### config.mk
export PLATFORM = sky130hd
export DESIGN_NAME = host_bus_port
export DESIGN_NICKNAME = d
export VERILOG_FILES = /design/src/include/host_port_pkg.sv /design/src/rtl/host_bus_port.sv /design/src/rtl/path_conv.sv
export VERILOG_INCLUDE_DIRS = /design/src /design/src/include
export SDC_FILE = /design/constraint.sdc
export NUM_CORES = 1
export LEC_CHECK = 0
export ABC_AREA = 1
export BUFFER_PORTS_ARGS = -buffer_cell sky130_fd_sc_hd__buf_4
export CORE_ASPECT_RATIO = 1.1
export CORE_MARGIN = 2
export CORE_UTILIZATION = 55
export CTS_CLUSTER_DIAMETER = 200
export DETAILED_ROUTE_END_ITERATION = 6
export PLACE_DENSITY_LB_ADDON = 0.05
export REMOVE_ABC_BUFFERS = 1
export SETUP_SLACK_MARGIN = 0.3
export SLEW_MARGIN = 0
export SYNTH_ARGS = -nofsm -noshare
export SYNTH_HDL_FRONTEND = slang
export SYNTH_SLANG_ARGS = --single-unit
### constraint.sdc
create_clock -name clk -period 5.6 [get_ports clk]
set_input_delay 0.84 -clock clk [delete_from_list [all_inputs] [get_ports clk]]
set_output_delay 0.84 -clock clk [all_outputs]
set_load 0.03 [all_outputs]
### src/include/host_port_regs.svh
// Offsets, field positions, reset values and counts of the host bus port.
// Assumes inclusion by bare name from any file that needs these figures.
`ifndef HOST_PORT_REGS_SVH
`define HOST_PORT_REGS_SVH

// ==========================================================
// Host address regions, host address bits [4:2]
`define REG_INDEX_PAIR0_ADDRESS  3'h0
`define REG_INDEX_PAIR0_WINDOW   3'h1
`define REG_INDEX_PAIR1_ADDRESS  3'h2
`define REG_INDEX_PAIR1_WINDOW   3'h3
`define REG_INDEX_PAIR2_ADDRESS  3'h4
`define REG_INDEX_PAIR2_WINDOW   3'h5
`define REG_FIFO_DIRECT          3'h6
`define REG_HOST_BYTE_ORDER_CFG  3'h7

// ==========================================================
// Byte order configuration fields
`define CFG_FIFO_ORDER_BIT       3
`define CFG_GROUP_STRIDE         8
`define CFG_RESET                32'h0000_0000
`define CFG_LIVE_MASK            32'h0F0F_0F0F

// ==========================================================
// Index registers
`define INDEX_RESET              16'h1234
`define INDEX_WIDTH              16

// ==========================================================
// Conversion counts
`define PATH_FIFO                2'h3
`define PIECES_8BIT              3'h4
`define PIECES_16BIT             3'h2

`endif

### src/include/host_port_pkg.sv
// Types shared by the host bus port and its conversion paths.
// Assumes nothing of its surroundings.
package host_port_pkg;

  // ========================================================
  // Host control pins, active high after polarity selection
  typedef struct packed {
    logic cs;      // Chip select
    logic rd;      // Read strobe
    logic wr;      // Write strobe
    logic transfer_strobe; // Strobe of the alternate signaling
    logic rnw;     // High = read in alternate signaling
  } host_pins_t;

  // ========================================================
  // One 32-bit internal write
  typedef struct packed {
    logic        fifo;   // Goes to the write FIFO, not a register
    logic [15:0] addr;   // Internal byte address
    logic [31:0] data;   // Little endian doubleword
  } int_req_t;

  // ========================================================
  // Host cycle tracker
  typedef enum logic [2:0] {
    CYC_IDLE  = 3'b001,
    CYC_READ  = 3'b010,
    CYC_WRITE = 3'b100
  } cyc_state_t;

endpackage

### src/rtl/host_bus_port.sv
// Indexed host bus port: 8/16-bit host in, 32-bit internal accesses out.
// Assumes host pins are asynchronous, polarity already resolved, and
// that internal read data answers int_rd_addr within one clock.
//
// How it works
// - bits 0-3 pick byte order, reset little
// - four shadow copies, any set sets all
// - index and config stored piece by piece
// - write cycle is cs with wr or strobe
// - config and index take data at trailing edge
// - lanes from order bit and low address
// - writes dropped after reset until a read
// - writes dropped in low power until a read
// - read cycle selects register and drives data
// - two or four pieces make one doubleword
// - each path has its own conversion state
// - leading edge latches address and index
// - trailing edge loads assembly lane, order swapped
// - own counter and assembly per path
// - last piece issues one internal write
// - low power clears write counters
// - read latches index and address, steps counter
// - read lane from order bit and address
// - separate read counters per path
// - single internal read at last piece end
// - low power clears read counters
// - 8-bit byte address, 16-bit word address
// - fifo address bypasses index registers
`timescale 1ns/1ps
`include "host_port_regs.svh"

module host_bus_port (
  // Clock and reset
  input  wire logic                     clk,
  input  wire logic                     rstn,
  // Host pins, asynchronous
  input  wire host_port_pkg::host_pins_t host_ctl,
  input  wire logic [4:0]               host_addr,
  input  wire logic [15:0]              host_din,
  output logic [15:0]                   host_dout,
  output logic                          host_doe,
  // Mode straps, asynchronous
  input  wire logic                     mode16_pin,
  input  wire logic                     alt_signal_pin,
  // Power state, same clock, high when not full_power_state
  input  wire logic                     low_power,
  // Internal write
  output logic                          int_wr_strobe,
  output host_port_pkg::int_req_t       int_wr_req,
  // Internal read
  output logic [15:0]                   int_rd_addr,
  output logic                          int_rd_fifo,
  output logic                          int_rd_strobe,
  input  wire logic [31:0]              int_rd_data
);

  import host_port_pkg::*;

  // ==========================================================
  // Input synchronisers
  localparam int SW = 5 + 5 + 16 + 2;    // Synchronised bit count
  logic [SW-1:0] s1_ff;                  // First stage, read by s2 only
  logic [SW-1:0] s2_ff;                  // Second stage, used by logic
  logic [SW-1:0] nxt_s1;
  logic [SW-1:0] nxt_s2;
  host_pins_t    ctl;                    // Synchronised control
  logic [4:0]    addr_raw;               // Synchronised address
  logic [15:0]   din;                    // Synchronised data
  logic          m16;                    // 16-bit data mode
  logic          alt;                    // Transfer strobe signaling

  // Pack pins, then two stages
  always_comb begin
    nxt_s1 = {host_ctl, host_addr, host_din, mode16_pin, alt_signal_pin};
    nxt_s2 = s1_ff;
    {ctl, addr_raw, din, m16, alt} = s2_ff;
  end

  // Register only
  always_ff @(posedge clk or negedge rstn) begin
    if (!rstn) begin
      s1_ff <= '0;
      s2_ff <= '0;
    end else begin
      s1_ff <= nxt_s1;
      s2_ff <= nxt_s2;
    end
  end

  // ==========================================================
  // Cycle decode and lane helpers
  logic       rd_act;                    // Read cycle present
  logic       wr_act;                    // Write cycle present
  logic [4:0] addr_now;                  // Host byte address

  always_comb begin
    rd_act   = ctl.cs && (alt ? (ctl.transfer_strobe && ctl.rnw) : ctl.rd);
    wr_act   = ctl.cs && (alt ? (ctl.transfer_strobe && !ctl.rnw) : ctl.wr);
    addr_now = m16 ? {addr_raw[4:1], 1'b0} : addr_raw;
  end

  // Lanes touched by one piece
  function automatic logic [3:0] lane_mask(input logic [1:0] a,
                                           input logic       mode16,
                                           input logic       big);
    logic [1:0] l;
    l = a ^ {big, big};
    if (mode16) begin
      lane_mask = l[1] ? 4'hC : 4'h3;
    end else begin
      lane_mask = 4'h1 << l;
    end
  endfunction

  // Piece taken from a little endian doubleword
  function automatic logic [15:0] lane_pick(input logic [31:0] w,
                                            input logic [1:0]  a,
                                            input logic        mode16,
                                            input logic        big);
    logic [1:0] l;
    l = a ^ {big, big};
    if (mode16) begin
      lane_pick = l[1] ? w[31:16] : w[15:0];
    end else begin
      lane_pick = {8'h00, w[8*l +: 8]};
    end
  endfunction

  // ==========================================================
  // Host cycle tracking, registers and outputs
  cyc_state_t    state_ff;               // Host cycle state
  logic [4:0]    cyc_addr_ff;            // Host address at leading edge
  logic [15:0]   cyc_idx_ff;             // Index value at leading edge
  logic [15:0]   wdata_ff;               // Last data seen in write
  logic          lock_ff;                // Writes being discarded
  logic [31:0]   cfg_ff;                 // host_byte_order_config
  logic [15:0]   idx_ff [3];             // Three index registers
  logic [15:0]   dout_ff;                // Host data out
  logic          doe_ff;                 // Host data enable
  logic          iwr_ff;                 // Internal write strobe
  int_req_t      ireq_ff;                // Internal write request
  logic [15:0]   irad_ff;                // Internal read address
  logic          irfifo_ff;              // Internal read from FIFO
  logic          irs_ff;                 // Internal read strobe

  cyc_state_t    nxt_state;
  logic [4:0]    nxt_cyc_addr;
  logic [15:0]   nxt_cyc_idx;
  logic [15:0]   nxt_wdata;
  logic          nxt_lock;
  logic [31:0]   nxt_cfg;
  logic [15:0]   nxt_idx [3];
  logic [15:0]   nxt_dout;
  logic          nxt_doe;
  logic          nxt_iwr;
  int_req_t      nxt_ireq;
  logic [15:0]   nxt_irad;
  logic          nxt_irfifo;
  logic          nxt_irs;

  // Conversion path wiring, index 3 is the FIFO path
  logic [3:0]    wr_piece;
  logic [3:0]    rd_piece;
  logic [3:0]    wr_last;
  logic [3:0]    rd_last;
  logic [31:0]   wr_full [4];
  logic [3:0]    be;                     // Lanes of the current piece
  logic [31:0]   word;                   // Piece replicated on lanes
  logic [2:0]    region;                 // Latched region
  logic [1:0]    path;                   // Latched path number
  logic          is_data;                // Latched region is a data path
  logic          big;                    // Byte order of the region
  logic [31:0]   src;                    // Doubleword under read
  logic [3:0]    grp;                    // New byte order bits
  logic [15:0]   lead_idx;               // Index named by live address, 0 past pairs

  for (genvar p = 0; p < 4; p++) begin : g_path
    path_conv u_conv (
      .clk      (clk),
      .rstn     (rstn),
      .clr      (low_power),
      .mode16   (m16),
      .wr_piece (wr_piece[p]),
      .wr_be    (be),
      .wr_word  (word),
      .wr_last  (wr_last[p]),
      .wr_full  (wr_full[p]),
      .rd_piece (rd_piece[p]),
      .rd_last  (rd_last[p])
    );
  end

  // Next values of the whole port
  always_comb begin
    nxt_state    = state_ff;
    nxt_cyc_addr = cyc_addr_ff;
    nxt_cyc_idx  = cyc_idx_ff;
    nxt_wdata    = wdata_ff;
    nxt_lock     = lock_ff;
    nxt_cfg      = cfg_ff;
    nxt_idx      = idx_ff;
    nxt_dout     = dout_ff;
    nxt_doe      = 1'b0;
    nxt_iwr      = 1'b0;
    nxt_ireq     = ireq_ff;
    nxt_irad     = irad_ff;
    nxt_irfifo   = irfifo_ff;
    nxt_irs      = 1'b0;
    wr_piece     = 4'h0;
    rd_piece     = 4'h0;
    grp          = 4'h0;
    // Region and path of the latched cycle
    region  = cyc_addr_ff[4:2];
    path    = (region == `REG_FIFO_DIRECT) ? `PATH_FIFO : region[2:1];
    is_data = (region[0] || (path == `PATH_FIFO)) && (region != `REG_HOST_BYTE_ORDER_CFG);
    lead_idx = (addr_now[4:3] == 2'h3) ? 16'h0000 : idx_ff[addr_now[4:3]];
    // order bit per pair and fifo
    big = (region == `REG_HOST_BYTE_ORDER_CFG) ? 1'b0 : cfg_ff[path];
    be   = lane_mask(cyc_addr_ff[1:0], m16, big);
    word = m16 ? {2{wdata_ff}} : {4{wdata_ff[7:0]}};
    // Source of read data
    if (is_data) begin
      src = int_rd_data;
    end else if (region == `REG_HOST_BYTE_ORDER_CFG) begin
      src = cfg_ff;
    end else begin
      src = {16'h0000, idx_ff[path]};
    end
    case (state_ff)
      CYC_IDLE: begin
        if (rd_act || wr_act) begin
          nxt_cyc_addr = addr_now;
          nxt_cyc_idx  = lead_idx;
          nxt_wdata    = din;
          nxt_state    = rd_act ? CYC_READ : CYC_WRITE;
        end
        if (rd_act) begin
          nxt_irad   = lead_idx;
          nxt_irfifo = (addr_now[4:2] == `REG_FIFO_DIRECT);
          // only a full power read counts
          if (!low_power) begin
            nxt_lock = 1'b0;
          end
        end
      end
      CYC_READ: begin
        nxt_dout = lane_pick(src, cyc_addr_ff[1:0], m16, big);
        nxt_doe  = rd_act && !low_power;
        if (!rd_act) begin
          nxt_state = CYC_IDLE;
          if (is_data && !low_power) begin
            rd_piece[path] = 1'b1;
            nxt_irs = rd_last[path];
          end
        end
      end
      CYC_WRITE: begin
        if (wr_act) begin
          nxt_wdata = din;
        end else begin
          nxt_state = CYC_IDLE;
          if (!lock_ff && !low_power) begin
            if (is_data) begin
              wr_piece[path] = 1'b1;
              if (wr_last[path]) begin
                nxt_iwr       = 1'b1;
                nxt_ireq.fifo = (path == `PATH_FIFO);
                nxt_ireq.addr = nxt_ireq.fifo ? 16'h0000 : cyc_idx_ff;
                nxt_ireq.data = wr_full[path];
              end
            end else if (region == `REG_HOST_BYTE_ORDER_CFG) begin
              for (int n = 0; n < 4; n++) begin
                for (int l = 0; l < 4; l++) begin
                  grp[n] = grp[n] | (be[l] & word[`CFG_GROUP_STRIDE*l + n]);
                end
              end
              nxt_cfg = {4{4'h0, grp}} & `CFG_LIVE_MASK;
            end else begin
              for (int l = 0; l < 2; l++) begin
                if (be[l]) begin
                  nxt_idx[path][8*l +: 8] = word[8*l +: 8];
                end
              end
            end
          end
        end
      end
      default: begin
        nxt_state = CYC_IDLE;
      end
    endcase
    if (low_power) begin
      nxt_lock = 1'b1;
    end
  end

  // Register only
  always_ff @(posedge clk or negedge rstn) begin
    if (!rstn) begin
      state_ff    <= CYC_IDLE;
      cyc_addr_ff <= 5'h00;
      cyc_idx_ff  <= 16'h0000;
      wdata_ff    <= 16'h0000;
      lock_ff     <= 1'b1;
      cfg_ff      <= `CFG_RESET;
      idx_ff      <= '{`INDEX_RESET, `INDEX_RESET, `INDEX_RESET};
      dout_ff     <= 16'h0000;
      doe_ff      <= 1'b0;
      iwr_ff      <= 1'b0;
      ireq_ff     <= '0;
      irad_ff     <= 16'h0000;
      irfifo_ff   <= 1'b0;
      irs_ff      <= 1'b0;
    end else begin
      state_ff    <= nxt_state;
      cyc_addr_ff <= nxt_cyc_addr;
      cyc_idx_ff  <= nxt_cyc_idx;
      wdata_ff    <= nxt_wdata;
      lock_ff     <= nxt_lock;
      cfg_ff      <= nxt_cfg;
      idx_ff      <= nxt_idx;
      dout_ff     <= nxt_dout;
      doe_ff      <= nxt_doe;
      iwr_ff      <= nxt_iwr;
      ireq_ff     <= nxt_ireq;
      irad_ff     <= nxt_irad;
      irfifo_ff   <= nxt_irfifo;
      irs_ff      <= nxt_irs;
    end
  end

  // ==========================================================
  // Outputs straight from flops
  assign host_dout     = dout_ff;
  assign host_doe      = doe_ff;
  assign int_wr_strobe = iwr_ff;
  assign int_wr_req    = ireq_ff;
  assign int_rd_addr   = irad_ff;
  assign int_rd_fifo   = irfifo_ff;
  assign int_rd_strobe = irs_ff;

endmodule // host_bus_port

### src/rtl/path_conv.sv
// Piece to doubleword conversion for one data path.
// Assumes the caller gives one-cycle piece strobes and lane enables.
`timescale 1ns/1ps
`include "host_port_regs.svh"

module path_conv (
  // Clock and reset
  input  wire logic        clk,
  input  wire logic        rstn,
  // Control
  input  wire logic        clr,       // Power drop, counters to zero
  input  wire logic        mode16,    // 16-bit host data mode
  // Write side
  input  wire logic        wr_piece,  // Trailing edge of a write
  input  wire logic [3:0]  wr_be,     // Lanes carried by the piece
  input  wire logic [31:0] wr_word,   // Piece replicated on all lanes
  output logic             wr_last,   // This piece completes the doubleword
  output logic [31:0]      wr_full,   // Assembly with this piece merged
  // Read side
  input  wire logic        rd_piece,  // Trailing edge of a read
  output logic             rd_last    // This piece ends the doubleword
);

  import host_port_pkg::*;

  logic [2:0]  wr_cnt_ff;             // Write pieces seen
  logic [2:0]  rd_cnt_ff;             // Read pieces seen
  logic [31:0] asm_ff;                // Assembly register
  logic [2:0]  nxt_wr_cnt;
  logic [2:0]  nxt_rd_cnt;
  logic [31:0] nxt_asm;
  logic [2:0]  need;                  // Pieces per doubleword

  // ==========================================================
  // Counting and assembly
  always_comb begin
    need       = mode16 ? `PIECES_16BIT : `PIECES_8BIT;
    nxt_wr_cnt = wr_cnt_ff;
    nxt_rd_cnt = rd_cnt_ff;
    // Merge piece into its lanes only
    for (int l = 0; l < 4; l++) begin
      wr_full[8*l +: 8] = wr_be[l] ? wr_word[8*l +: 8] : asm_ff[8*l +: 8];
    end
    nxt_asm = wr_piece ? wr_full : asm_ff;
    wr_last = wr_piece && ((wr_cnt_ff + 3'h1) == need);
    rd_last = rd_piece && ((rd_cnt_ff + 3'h1) == need);
    if (wr_piece) begin
      nxt_wr_cnt = wr_last ? 3'h0 : wr_cnt_ff + 3'h1;
    end
    if (rd_piece) begin
      nxt_rd_cnt = rd_last ? 3'h0 : rd_cnt_ff + 3'h1;
    end
    if (clr) begin
      nxt_wr_cnt = 3'h0;
      nxt_rd_cnt = 3'h0;
    end
  end

  // Register only
  always_ff @(posedge clk or negedge rstn) begin
    if (!rstn) begin
      wr_cnt_ff <= 3'h0;
      rd_cnt_ff <= 3'h0;
      asm_ff    <= 32'h0000_0000;
    end else begin
      wr_cnt_ff <= nxt_wr_cnt;
      rd_cnt_ff <= nxt_rd_cnt;
      asm_ff    <= nxt_asm;
    end
  end

endmodule // path_conv

# Word-level counts from Yosys, hierarchy flattened
# Cells that the tools add are included.
[word_totals] input_bits=63 register_bits=398 wordCells=257 output_inout_bits=85
[op_classes] shifts=2 addsub=8 mux=112 bitwise_logic=34 magnitude_cmp=6 eq_ne=21 n_reduce_logical=42
[ops] op="48-bit 2-to-1 mux" n=7
[ops] op="16-bit 2-to-1 mux" n=11
[ops] op="8-bit 2-to-1 mux" n=17
[ops] op="32-bit 2-to-1 mux" n=4
[ops] op="48-bit bitwise mux" n=2
[ops] op="3-bit 2-to-1 mux" n=29
[ops] op="16-bit binary-select mux with 2-bit select" n=2
[ops] op="32-bit binary-select mux with 2-bit select" n=1
[ops] op="16-bit demux with 2-bit select" n=2
[ops] op="4-bit 2-to-1 mux" n=9
[ops] op="16-bit case mux with 2 select lines" n=1
[ops] op="32-bit by 6-bit variable part select with 8-bit output" n=1
[ops] op="28-bit 2-to-1 mux" n=1
[ops] op="3-bit by 1-bit adder with 3-bit output, second input constant" n=8
[ops] op="3-bit equality test" n=8
[ops] op="2-bit nonzero test" n=11
[ops] op="1-bit 2-to-1 mux" n=20
[ops] op="1-bit logical AND" n=18
[ops] op="1-bit bitwise AND" n=16
[ops] op="5-bit AND reduction" n=3
[ops] op="3-bit equality test, second input constant" n=4
[ops] op="1-bit bitwise OR" n=12
[ops] op="3-bit case mux with 3 select lines" n=1
[ops] op="2-bit inequality test, second input constant" n=4
[ops] op="20 further kinds" n=33

# Longest topological paths before layout
# Gate-level depths: netlist (run 1).
[depth] word_depth=18 depth_mapped=17

# By module
# From an unflattened synthesis (run 1), not the netlist that was laid out.
[hier_totals] cells_unflattened=2237 hier_area_um2=18292.5
[by_module_without_submodules] module="host_bus_port" n_inst=1 area_each_um2=10555.1 seq_area_each_um2=5876.9 cells_each=1177
[by_module_without_submodules] module="path_conv at g_path[2].u_conv ..." n_inst=2 area_each_um2=1935.6 seq_area_each_um2=950.9 cells_each=265
[by_module_without_submodules] module="path_conv at g_path[0].u_conv ..." n_inst=2 area_each_um2=1933.1 seq_area_each_um2=950.9 cells_each=265

# Least setup slack after synthesis (run 1)
# Ideal clock, no wire load.
[synth_timing] kind="input -> register" start="input low_power" end="register ireq_ff, in the netlist int_wr_req[16]" setup_ps=117 setup_slack_ps=3132 t_arrival_ps=2351 stages=15 path_buffers=3 path_cell_list="buf_6 inv_4 nand2_2 inv_2 nand3_4 inv_2 nand2_2 o21ai_2 nand3_4 nor2_4 buf_6 buf_6 nand2_1 nor2_1 nor2_1"
[synth_via] elab_chain_cells=9
[synth_rtl] item="start, declared" line="host_bus_port.sv:46" text="input wire logic low_power,"
[synth_rtl] item="1-bit logical NOT *" line="host_bus_port.sv:262" text="if (!lock_ff && !low_power) begin"
[synth_rtl] item="1-bit logical AND *" line="host_bus_port.sv:262"
[synth_rtl] item="4-bit 2-to-1 mux" line="host_bus_port.sv:262"
[synth_rtl] item="4-bit 2-to-1 mux" line="host_bus_port.sv:258" text="if (wr_act) begin"
[synth_rtl] item="4-bit 2-to-1 mux" line="host_bus_port.sv:229" text="case (state_ff)"
[synth_rtl] item="1-bit logical AND" line="path_conv.sv:45" text="wr_last = wr_piece && ((wr_cnt_ff + 3'h1) == need);"
[synth_rtl] item="1-bit binary-select mux with 2-bit select" line="host_bus_port.sv:265" text="if (wr_last[path]) begin"
[synth_rtl] item="1-bit 2-to-1 mux (implied by the code)" line="host_bus_port.sv:265"
[synth_rtl] item="5-bit AND reduction (no line) *"
[synth_rtl] item="end signal, assigned" line="host_bus_port.sv:325" text="ireq_ff <= nxt_ireq;"
[synth_rtl] item="end, declared" line="host_bus_port.sv:141" text="int_req_t ireq_ff;"
# Every way passes the cells marked *; elsewhere a longest branch is shown, timed or not. The select of a mux whose other input is x is not followed.
# A chain may end at the register's enable or synchronous reset.

# Worst setup path in the final report (run 1)
[layout_timing] start="input low_power" end="register ireq_ff, in the netlist int_wr_req[26]"
# The elaborated chain is that of the path after synthesis.

==> impl_metrics.json, run 1 <==
{
  "outcome": "finished clean",
  "initial_utilization": 0.5572,
  "dieArea_um2": 34090,
  "ir_worst_vdd_uv": 256.8,
  "clock_skew_ns": 0.01237,
  "fp.dieH_um": 193.4,
  "finalCritPeriodShare": 0.6715,
  "crit_family": "simple AND/OR/NAND/NOR gates",
  "hold_path_class": "in2async",
  "critPathSlowestCell": "buf_4",
  "drive_gt1_frac": 0.1357,
  "cts_buffer_depth": 3,
  "netlist.area_leader.share": 0.5146,
  "grt_max_degree": 128,
  "area_growth_pct": 15.28,
  "routed_wl_um": 50710,
  "drcViolationCount": 0,
  "synth.distinct_cells": 43,
  "period_minus_slack_ns": 3.760,
  "fmaxAchievable_mhz": 265.9,
  "clkLatencyLatePin_ns": 0.54,
  "worstSetupStartpointType": "input port",
  "cp_data_required_time_ns": 6.03,
  "num-nets-final": 2444,
  "cts_resized": 0,
  "hold_violations": 0,
  "syn_area_um2": 17940,
  "final.fill_count": 2782,
  "dpl_worst_slack_ns": 1.334,
  "routed_via_density": 5.525,
  "cts-root-buf": "clkbuf_16",
  "rsz0062_at_grt": "false",
  "ctsHtreeMaxLevel": 2,
  "syn_area_per_cell_um2": 7.926,
  "slew_headroom": 0.3050,
  "grt_pass1_wl_um": 81430,
  "ant_nets": 0,
  "cts.clk_slew.worst_paths_ns": 0.06,
  "drt-pass1-iter-count": 6,
  "dp_cells": 2755,
  "tritoncts": "done",
  "clock-sinks": 386,
  "core_um2": 32200,
  "gp_congestion": 0.8938,
  "yosys.area.top_type": "dfrtp_1",
  "die_w_um": 176.2,
  "p_leak_nw": 10.88,
  "vias": 15631,
  "final-seq-area_um2": 9681,
  "grt_usage": 0.3023,
  "syn_inst": 2264,
  "tightest_slew_ns": 1.040,
  "power_density_nw_per_um2": 421.4,
  "yosysSeqAreaShare": 0.5395,
  "post_cts_buffers": 0,
  "diodes": 0,
  "rows": 69,
  "avgRoutedWirePerCell_um": 17.93,
  "grt_pass1_vias": 15103,
  "tns_ns": 0,
  "synth_top_cells_by_area": "dfrtp_1 51%, nand2_1 23%, o21ai_0 4.1%",
  "multi_input_area_um2": 7367,
  "r2r_start": "state_ff[1]",
  "drtIter0Drc": 1425,
  "crit_fanout": 49,
  "drv_cap": 0,
  "finalSetupViolations": 0,
  "overflow": 0,
  "antenna_found_initial": 0,
  "slew_violations": 0,
  "numCtsBuffers": 42,
  "finalNonFillerCells": 2829,
  "cts_hold_buf": 0,
  "num_io_pins": 148,
  "r2r_slack_ns": 1.90,
  "arrival_ns": 4.19,
  "critPathKind": "in2reg",
  "cpPeakStageDelay_ns": 0.55,
  "setup_slack_ns": 1.840,
  "path_buf_inv": 5,
  "yosys_warnings": 0,
  "ys_ff_latch": 386,
  "place_hpwl_um": 31830,
  "crit_chain": "buf_4 -> inv_4 -> nand2_2 -> inv_2 -> nand3_4 -> inv_2 -> nand2_2 -> o21ai_2 -> nand3_4 -> nor2_4 -> buf_4 -> nand2_1 -> nor2_1 -> nor2_1",
  "end_kind": "register",
  "crit_start": "low_power",
  "io_buffers": 147
}
## state kept, by name, summed over array words and instances (netlist names)
register,cells
s2_ff,28
cyc_addr_ff,5
wdata_ff,16
g_path.u_conv.asm_ff,128
int_wr_strobe,1
int_rd_strobe,1
g_path.u_conv.wr_cnt_ff,12
cyc_idx_ff,16
g_path.u_conv.rd_cnt_ff,12
int_rd_fifo,1
int_rd_addr,16
idx_ff,48
lock_ff,1
int_wr_req,49
state_ff,3
cfg_ff,4
host_doe,1
nxt_s2,28
host_dout,16
## layer usage
metal / track usage / up-vias / share of wire
li1: - / 7410 / -
met1: 0.4265 / 7462 / 0.42
met2: 0.4745 / 633 / 0.46
met3: 0.04697 / 126 / 0.079
met4: 0.1139 / 0 / 0.035
met5: 0 / - / 0
## worst register-to-register path, cell delays in order, from the launching register on
cell and delay, ns:
dfrtp_1 0.41, inv_1 0.07, nand3_1 0.18, inv_2 0.15, nand3_4 0.17, inv_2 0.13, nand2_2 0.46, o21ai_2 0.37
nand3_4 0.27, nor2_4 0.49, buf_4 0.56, nand2_1 0.16, nor2_1 0.14, nor2_1 0.05
## cell usage in the layout, fill, tap and decap left out, types with 10 or more instances in the layout
cell       instances
nor2_1           142
nand3_2           10
o211ai_1          16
a21oi_1           14
o22ai_1           10
dfstp_2           17
nand2_2           12
o21ai_0          147
nand2_1         1079
dfrtp_1          369
mux2_2            24
inv_2             15
inv_1             88
buf_4            165
clkbuf_1          10
nand3_1          124
clkbuf_16         43
o21ai_1           27
## area by class of cell
class                      instances  area share
timing repair buffer             168     0.06254
sequential                       386      0.4680
clock inverter                    15     0.01040
tap                              426     0.02577
clock buffer                      59     0.05782
multi-input combinational       1669      0.3561
inverter                         106     0.01936
## where the power goes
group	switching (W)	internal, W
Clock	0.00112	0.00172
Sequential	0.000213	0.00306
Combinational	0.00193	0.000671
## through the flow
stage	area (µm²)	total power, W	util	hold WS, ns
finish	20690	0.008717	0.6424	0.3481
global route	20690	0.009120	0.6424	0.3534
CTS	20690	0.008723	0.6424	0.3482
detailed placement	19270	0.005867	0.5986	0.3358
global placement	19270	0.005837	0.5986	0.3320
floorplan	17440	0.004824	-	0.3312
## worst paths after layout
| check | end | cells after the start |
|---|---|---|
| max | int_wr_req[26] | 14 |
| min | g_path[1].u_conv.rd_cnt_ff[0] | 1 |
| max reg2reg | int_wr_req[26] | 13 |
| min reg2reg | s2_ff[14] | 0 |
| max in group asynchronous | g_path[3].u_conv.asm_ff[26] | 2 |
| min in group clk | s2_ff[14] | 0 |
## synth_stat cells
| cell type | instances |
|---|---|
| a211oi_1 | 1 |
| a21oi_1 | 14 |
| a22oi_1 | 3 |
| buf_1 | 16 |
| buf_2 | 21 |
| buf_4 | 13 |
| buf_6 | 6 |
| clkbuf_1 | 47 |
| clkinv_1 | 2 |
| dfrtp_1 | 369 |
| dfstp_2 | 17 |
| ha_1 | 8 |
| inv_1 | 88 |
| inv_2 | 15 |
| inv_4 | 1 |
| mux2_2 | 24 |
| mux2i_1 | 1 |
| nand2_1 | 1079 |
| nand2_2 | 12 |
| nand3_1 | 124 |
| nand3_2 | 10 |
| nand3_4 | 2 |
| nand4_1 | 7 |
| nor2_1 | 142 |
| nor2_4 | 3 |
| nor2_8 | 1 |
| nor3_1 | 2 |
| nor3_2 | 2 |
| nor3_4 | 1 |
| nor4_1 | 1 |
| o2111ai_1 | 2 |
| o211ai_1 | 16 |
| o21a_1 | 7 |
| o21ai_0 | 147 |
| o21ai_1 | 27 |
| o21ai_2 | 1 |
| o22ai_1 | 10 |
| o311ai_0 | 2 |
| o31ai_1 | 3 |
| o41ai_1 | 2 |
| or2_2 | 4 |
| xnor2_1 | 6 |
| xor2_1 | 5 |
## kinds of logic after synthesis
family                   share of synthesized area
AND/OR/NAND/NOR                             0.3115
adder cells (fa/ha/maj)                   0.005579
multiplexers                               0.01562
AO/OA/AOI/OAI                              0.07189
buffers and inverters                      0.05055
XOR/XNOR                                  0.005369
flip-flops                                  0.5395
No activity file was read; power rests on OpenSTA's default activity.
==> run 2, diff against run 1 <==
ABC_AREA = 0   (was 1)
CORE_UTILIZATION = 54   (was 55)
clock period = 3.3 ns   (was 5.6 ns; I/O delays follow)
==> run 2 against run 1 <==
Net effect:
- cell area shrank 1.2%
- synthesized cell count shrank 31%
- routed wire length shrank 12%
- the flow now finishes with violations (negative hold slack)
- first-iteration DRC count shrank 34%
- register-to-register slack lost 1.5 ns
- clock skew grew 0.0040 ns
- power grew 48%
- final cell count shrank 24%
- count of clock-buffer cells in the layout grew 6
- largest cell class unchanged
- die area shrank 1.0%
- critical path type is now reg2reg
==> impl_metrics.json, run 2 <==
{
  "synth.distinct_cells": 72,
  "ant_nets": 0,
  "vias": 12567,
  "hold_violations": 1,
  "ctsHtreeMaxLevel": 2,
  "p_total_w": 0.01294,
  "slew_headroom": 0.3198,
  "clkLatencyLatePin_ns": 0.54,
  "rows": 69,
  "synth_common_cells": "369 x dfrtp_1, 173 x nor2_1, 157 x a21oi_1",
  "grt_usage": 0.2715,
  "drtIter0Drc": 944,
  "tightest_slew_ns": 1.017,
  "routed_via_density": 5.829,
  "rsz0062_at_grt": "false",
  "netlist.area_leader.share": 0.5297,
  "core_um2": 32030,
  "syn_area_per_cell_um2": 11.21,
  "timing.hold.ws_ns": -0.004937,
  "io_buffers": 147,
  "drv_cap": 0,
  "tritoncts": "done",
  "synth_mux_area_frac": 0.1540,
  "dieArea_um2": 33740,
  "avgRoutedWirePerCell_um": 20.80,
  "p_leak_nw": 9.506,
  "synth-adder-area-share": 0.005742,
  "grt_pass1_wl_um": 70790,
  "num-nets-final": 1771,
  "yosysMostFrequentCell": "dfrtp_1",
  "cp_data_required_time_ns": 3.70,
  "crit_fanout": 11,
  "numCtsBuffers": 39,
  "synth-compound-area-share": 0.1225,
  "die_w_um": 175.3,
  "tns_ns": 0,
  "clock-sinks": 386,
  "num_io_pins": 148,
  "antenna_found_initial": 0,
  "fp.dieH_um": 192.4,
  "worstSetupStartpointType": "register",
  "critPathKind": "reg2reg",
  "ir_worst_vdd_uv": 561.2,
  "arrival_ns": 3.26,
  "cts.clk_slew.worst_paths_ns": 0.06,
  "yosys.area_share.simple": 0.1165,
  "place_hpwl_um": 30180,
  "ys_ff_latch": 386,
  "finalCritPeriodShare": 0.8690,
  "hold_path_class": "in2async",
  "max_flop_register": "g_path.u_conv.asm_ff",
  "ys_dominant_reg_cell": "dfrtp_1",
  "overflow": 0,
  "grt_max_degree": 94,
  "end_kind": "register",
  "period_minus_slack_ns": 2.868,
  "layout_common_cells": "367 x dfrtp_1, 206 x buf_4, 172 x nor2_1",
  "grt_pass1_vias": 12424,
  "syn_inst": 1555,
  "drcViolationCount": 0,
  "routed_wl_um": 44850,
  "cts_buffer_depth": 3,
  "post_cts_buffers": 0,
  "yosysSeqAreaShare": 0.5553,
  "synth_enable_flop_cells": 0,
  "outcome": "finished with violations",
  "syn_area_um2": 17430,
  "area_growth_pct": 17.26,
  "cts_hold_buf": 0,
  "largest_reg_flops": 128,
  "violations": "negative hold slack",
  "clock_skew_ns": 0.01634,
  "slew_violations": 0,
  "fmaxAchievable_mhz": 348.7,
  "initial_utilization": 0.5442,
  "synth-xor-area-share": 0.01098,
  "yosys.area.top_type": "dfrtp_1",
  "yosys_warnings": 0,
  "synth_top_family_by_area": "multiplexers",
  "power_density_nw_per_um2": 632.8,
  "layout_commonest_cell": "dfrtp_1",
  "finalSetupViolations": 0,
  "drt-pass1-iter-count": 5,
  "drive_gt1_frac": 0.2689,
  "cts-root-buf": "clkbuf_16",
  "synth-async-reset-ratio": 1.000,
  "cts_resized": 0,
  "gp_congestion": 0.8600,
  "synth_top_cells_by_area": "dfrtp_1 53%, mux2_2 7.7%, a21oi_1 4.5%"
}
[run 2: changes by cell type in the layout (fill, tap and decap cells not counted), moves of 41 or more]
| cell | change |
|---|---|
| o21ai_0 | -94 |
| nand2_1 | -961 |
| buf_4 | +41 |
| mux2_2 | +95 |
| nand3_1 | -85 |
| a21oi_1 | +143 |
| inv_1 | -64 |
| mux2i_1 | +68 |
[run 2: routing by layer]
metal / share of wire / vias up / track usage
met5: 0 / - / 0
met4: 0.024 / 0 / 0.08269
met3: 0.059 / 70 / 0.04807
met2: 0.48 / 386 / 0.4485
met1: 0.43 / 6318 / 0.3694
li1: - / 5793 / -
[run 2: worst max-delay path: stages (launching register included)]
cell and delay (ns):
dfrtp_1 0.42, nor2b_1 0.15, mux4_2 0.69, xor2_2 0.63, mux2_2 0.40, a22oi_1 0.26, o221ai_1 0.17
[run 2: area by class of cell]
type                    count  area [µm²]
flip-flops and latches    386        9683
inverters                  25       93.84
fillers                  2561       11590
clock buffers              65        1226
multi-input cells        1036        7166
well taps                 426       533.0
repair buffers            212        1662
diodes                      1       2.502
clock inverters             5       75.07
[run 2: cell families after synthesis]
family                   count (synthesis)
multiplexers                           227
AND/OR/NAND/NOR                        429
XOR/XNOR                                21
adder cells (fa/ha/maj)                  8
AO/OA/AOI/OAI                          351
buffers and inverters                  133
flip-flops                             386
[run 2: worst paths after layout]
| kind | cells past startpoint | slack (ns) | to | startpoint |
|---|---|---|---|---|
| hold / removal | 1 | -0.005 | int_wr_req[33] | rstn |
| setup reg to reg | 6 | 0.43 | host_dout[5] | cfg_ff[19] |
| max in group asynchronous | 2 | 2.35 | s2_ff[5] | rstn |
| hold reg to reg | 0 | 0.34 | s2_ff[2] | nxt_s2[2] |
| min in group clk | 1 | 0.06 | nxt_s2[6] | host_din[4] |
| setup / recovery | 6 | 0.43 | host_dout[5] | cfg_ff[19] |
[run 2: power breakdown]
part	switching [W]	total (W)	internal, W
Combinational	0.00203	0.00308	0.00105
Clock	0.00181	0.00449	0.00268
Sequential	0.000320	0.00536	0.00504
[run 2: per-stage QoR]
step	area, µm²	std cells	worst slack [ns]	util
after detailed placement	19130	2085	0.4878	0.5974
after global placement	19130	2085	0.5592	0.5974
after global routing	20440	2155	0.3446	0.6381
after floorplan	16920	1447	-1.768	-
after CTS	20440	2155	0.4729	0.6380
final	20440	2156	0.4323	0.6382
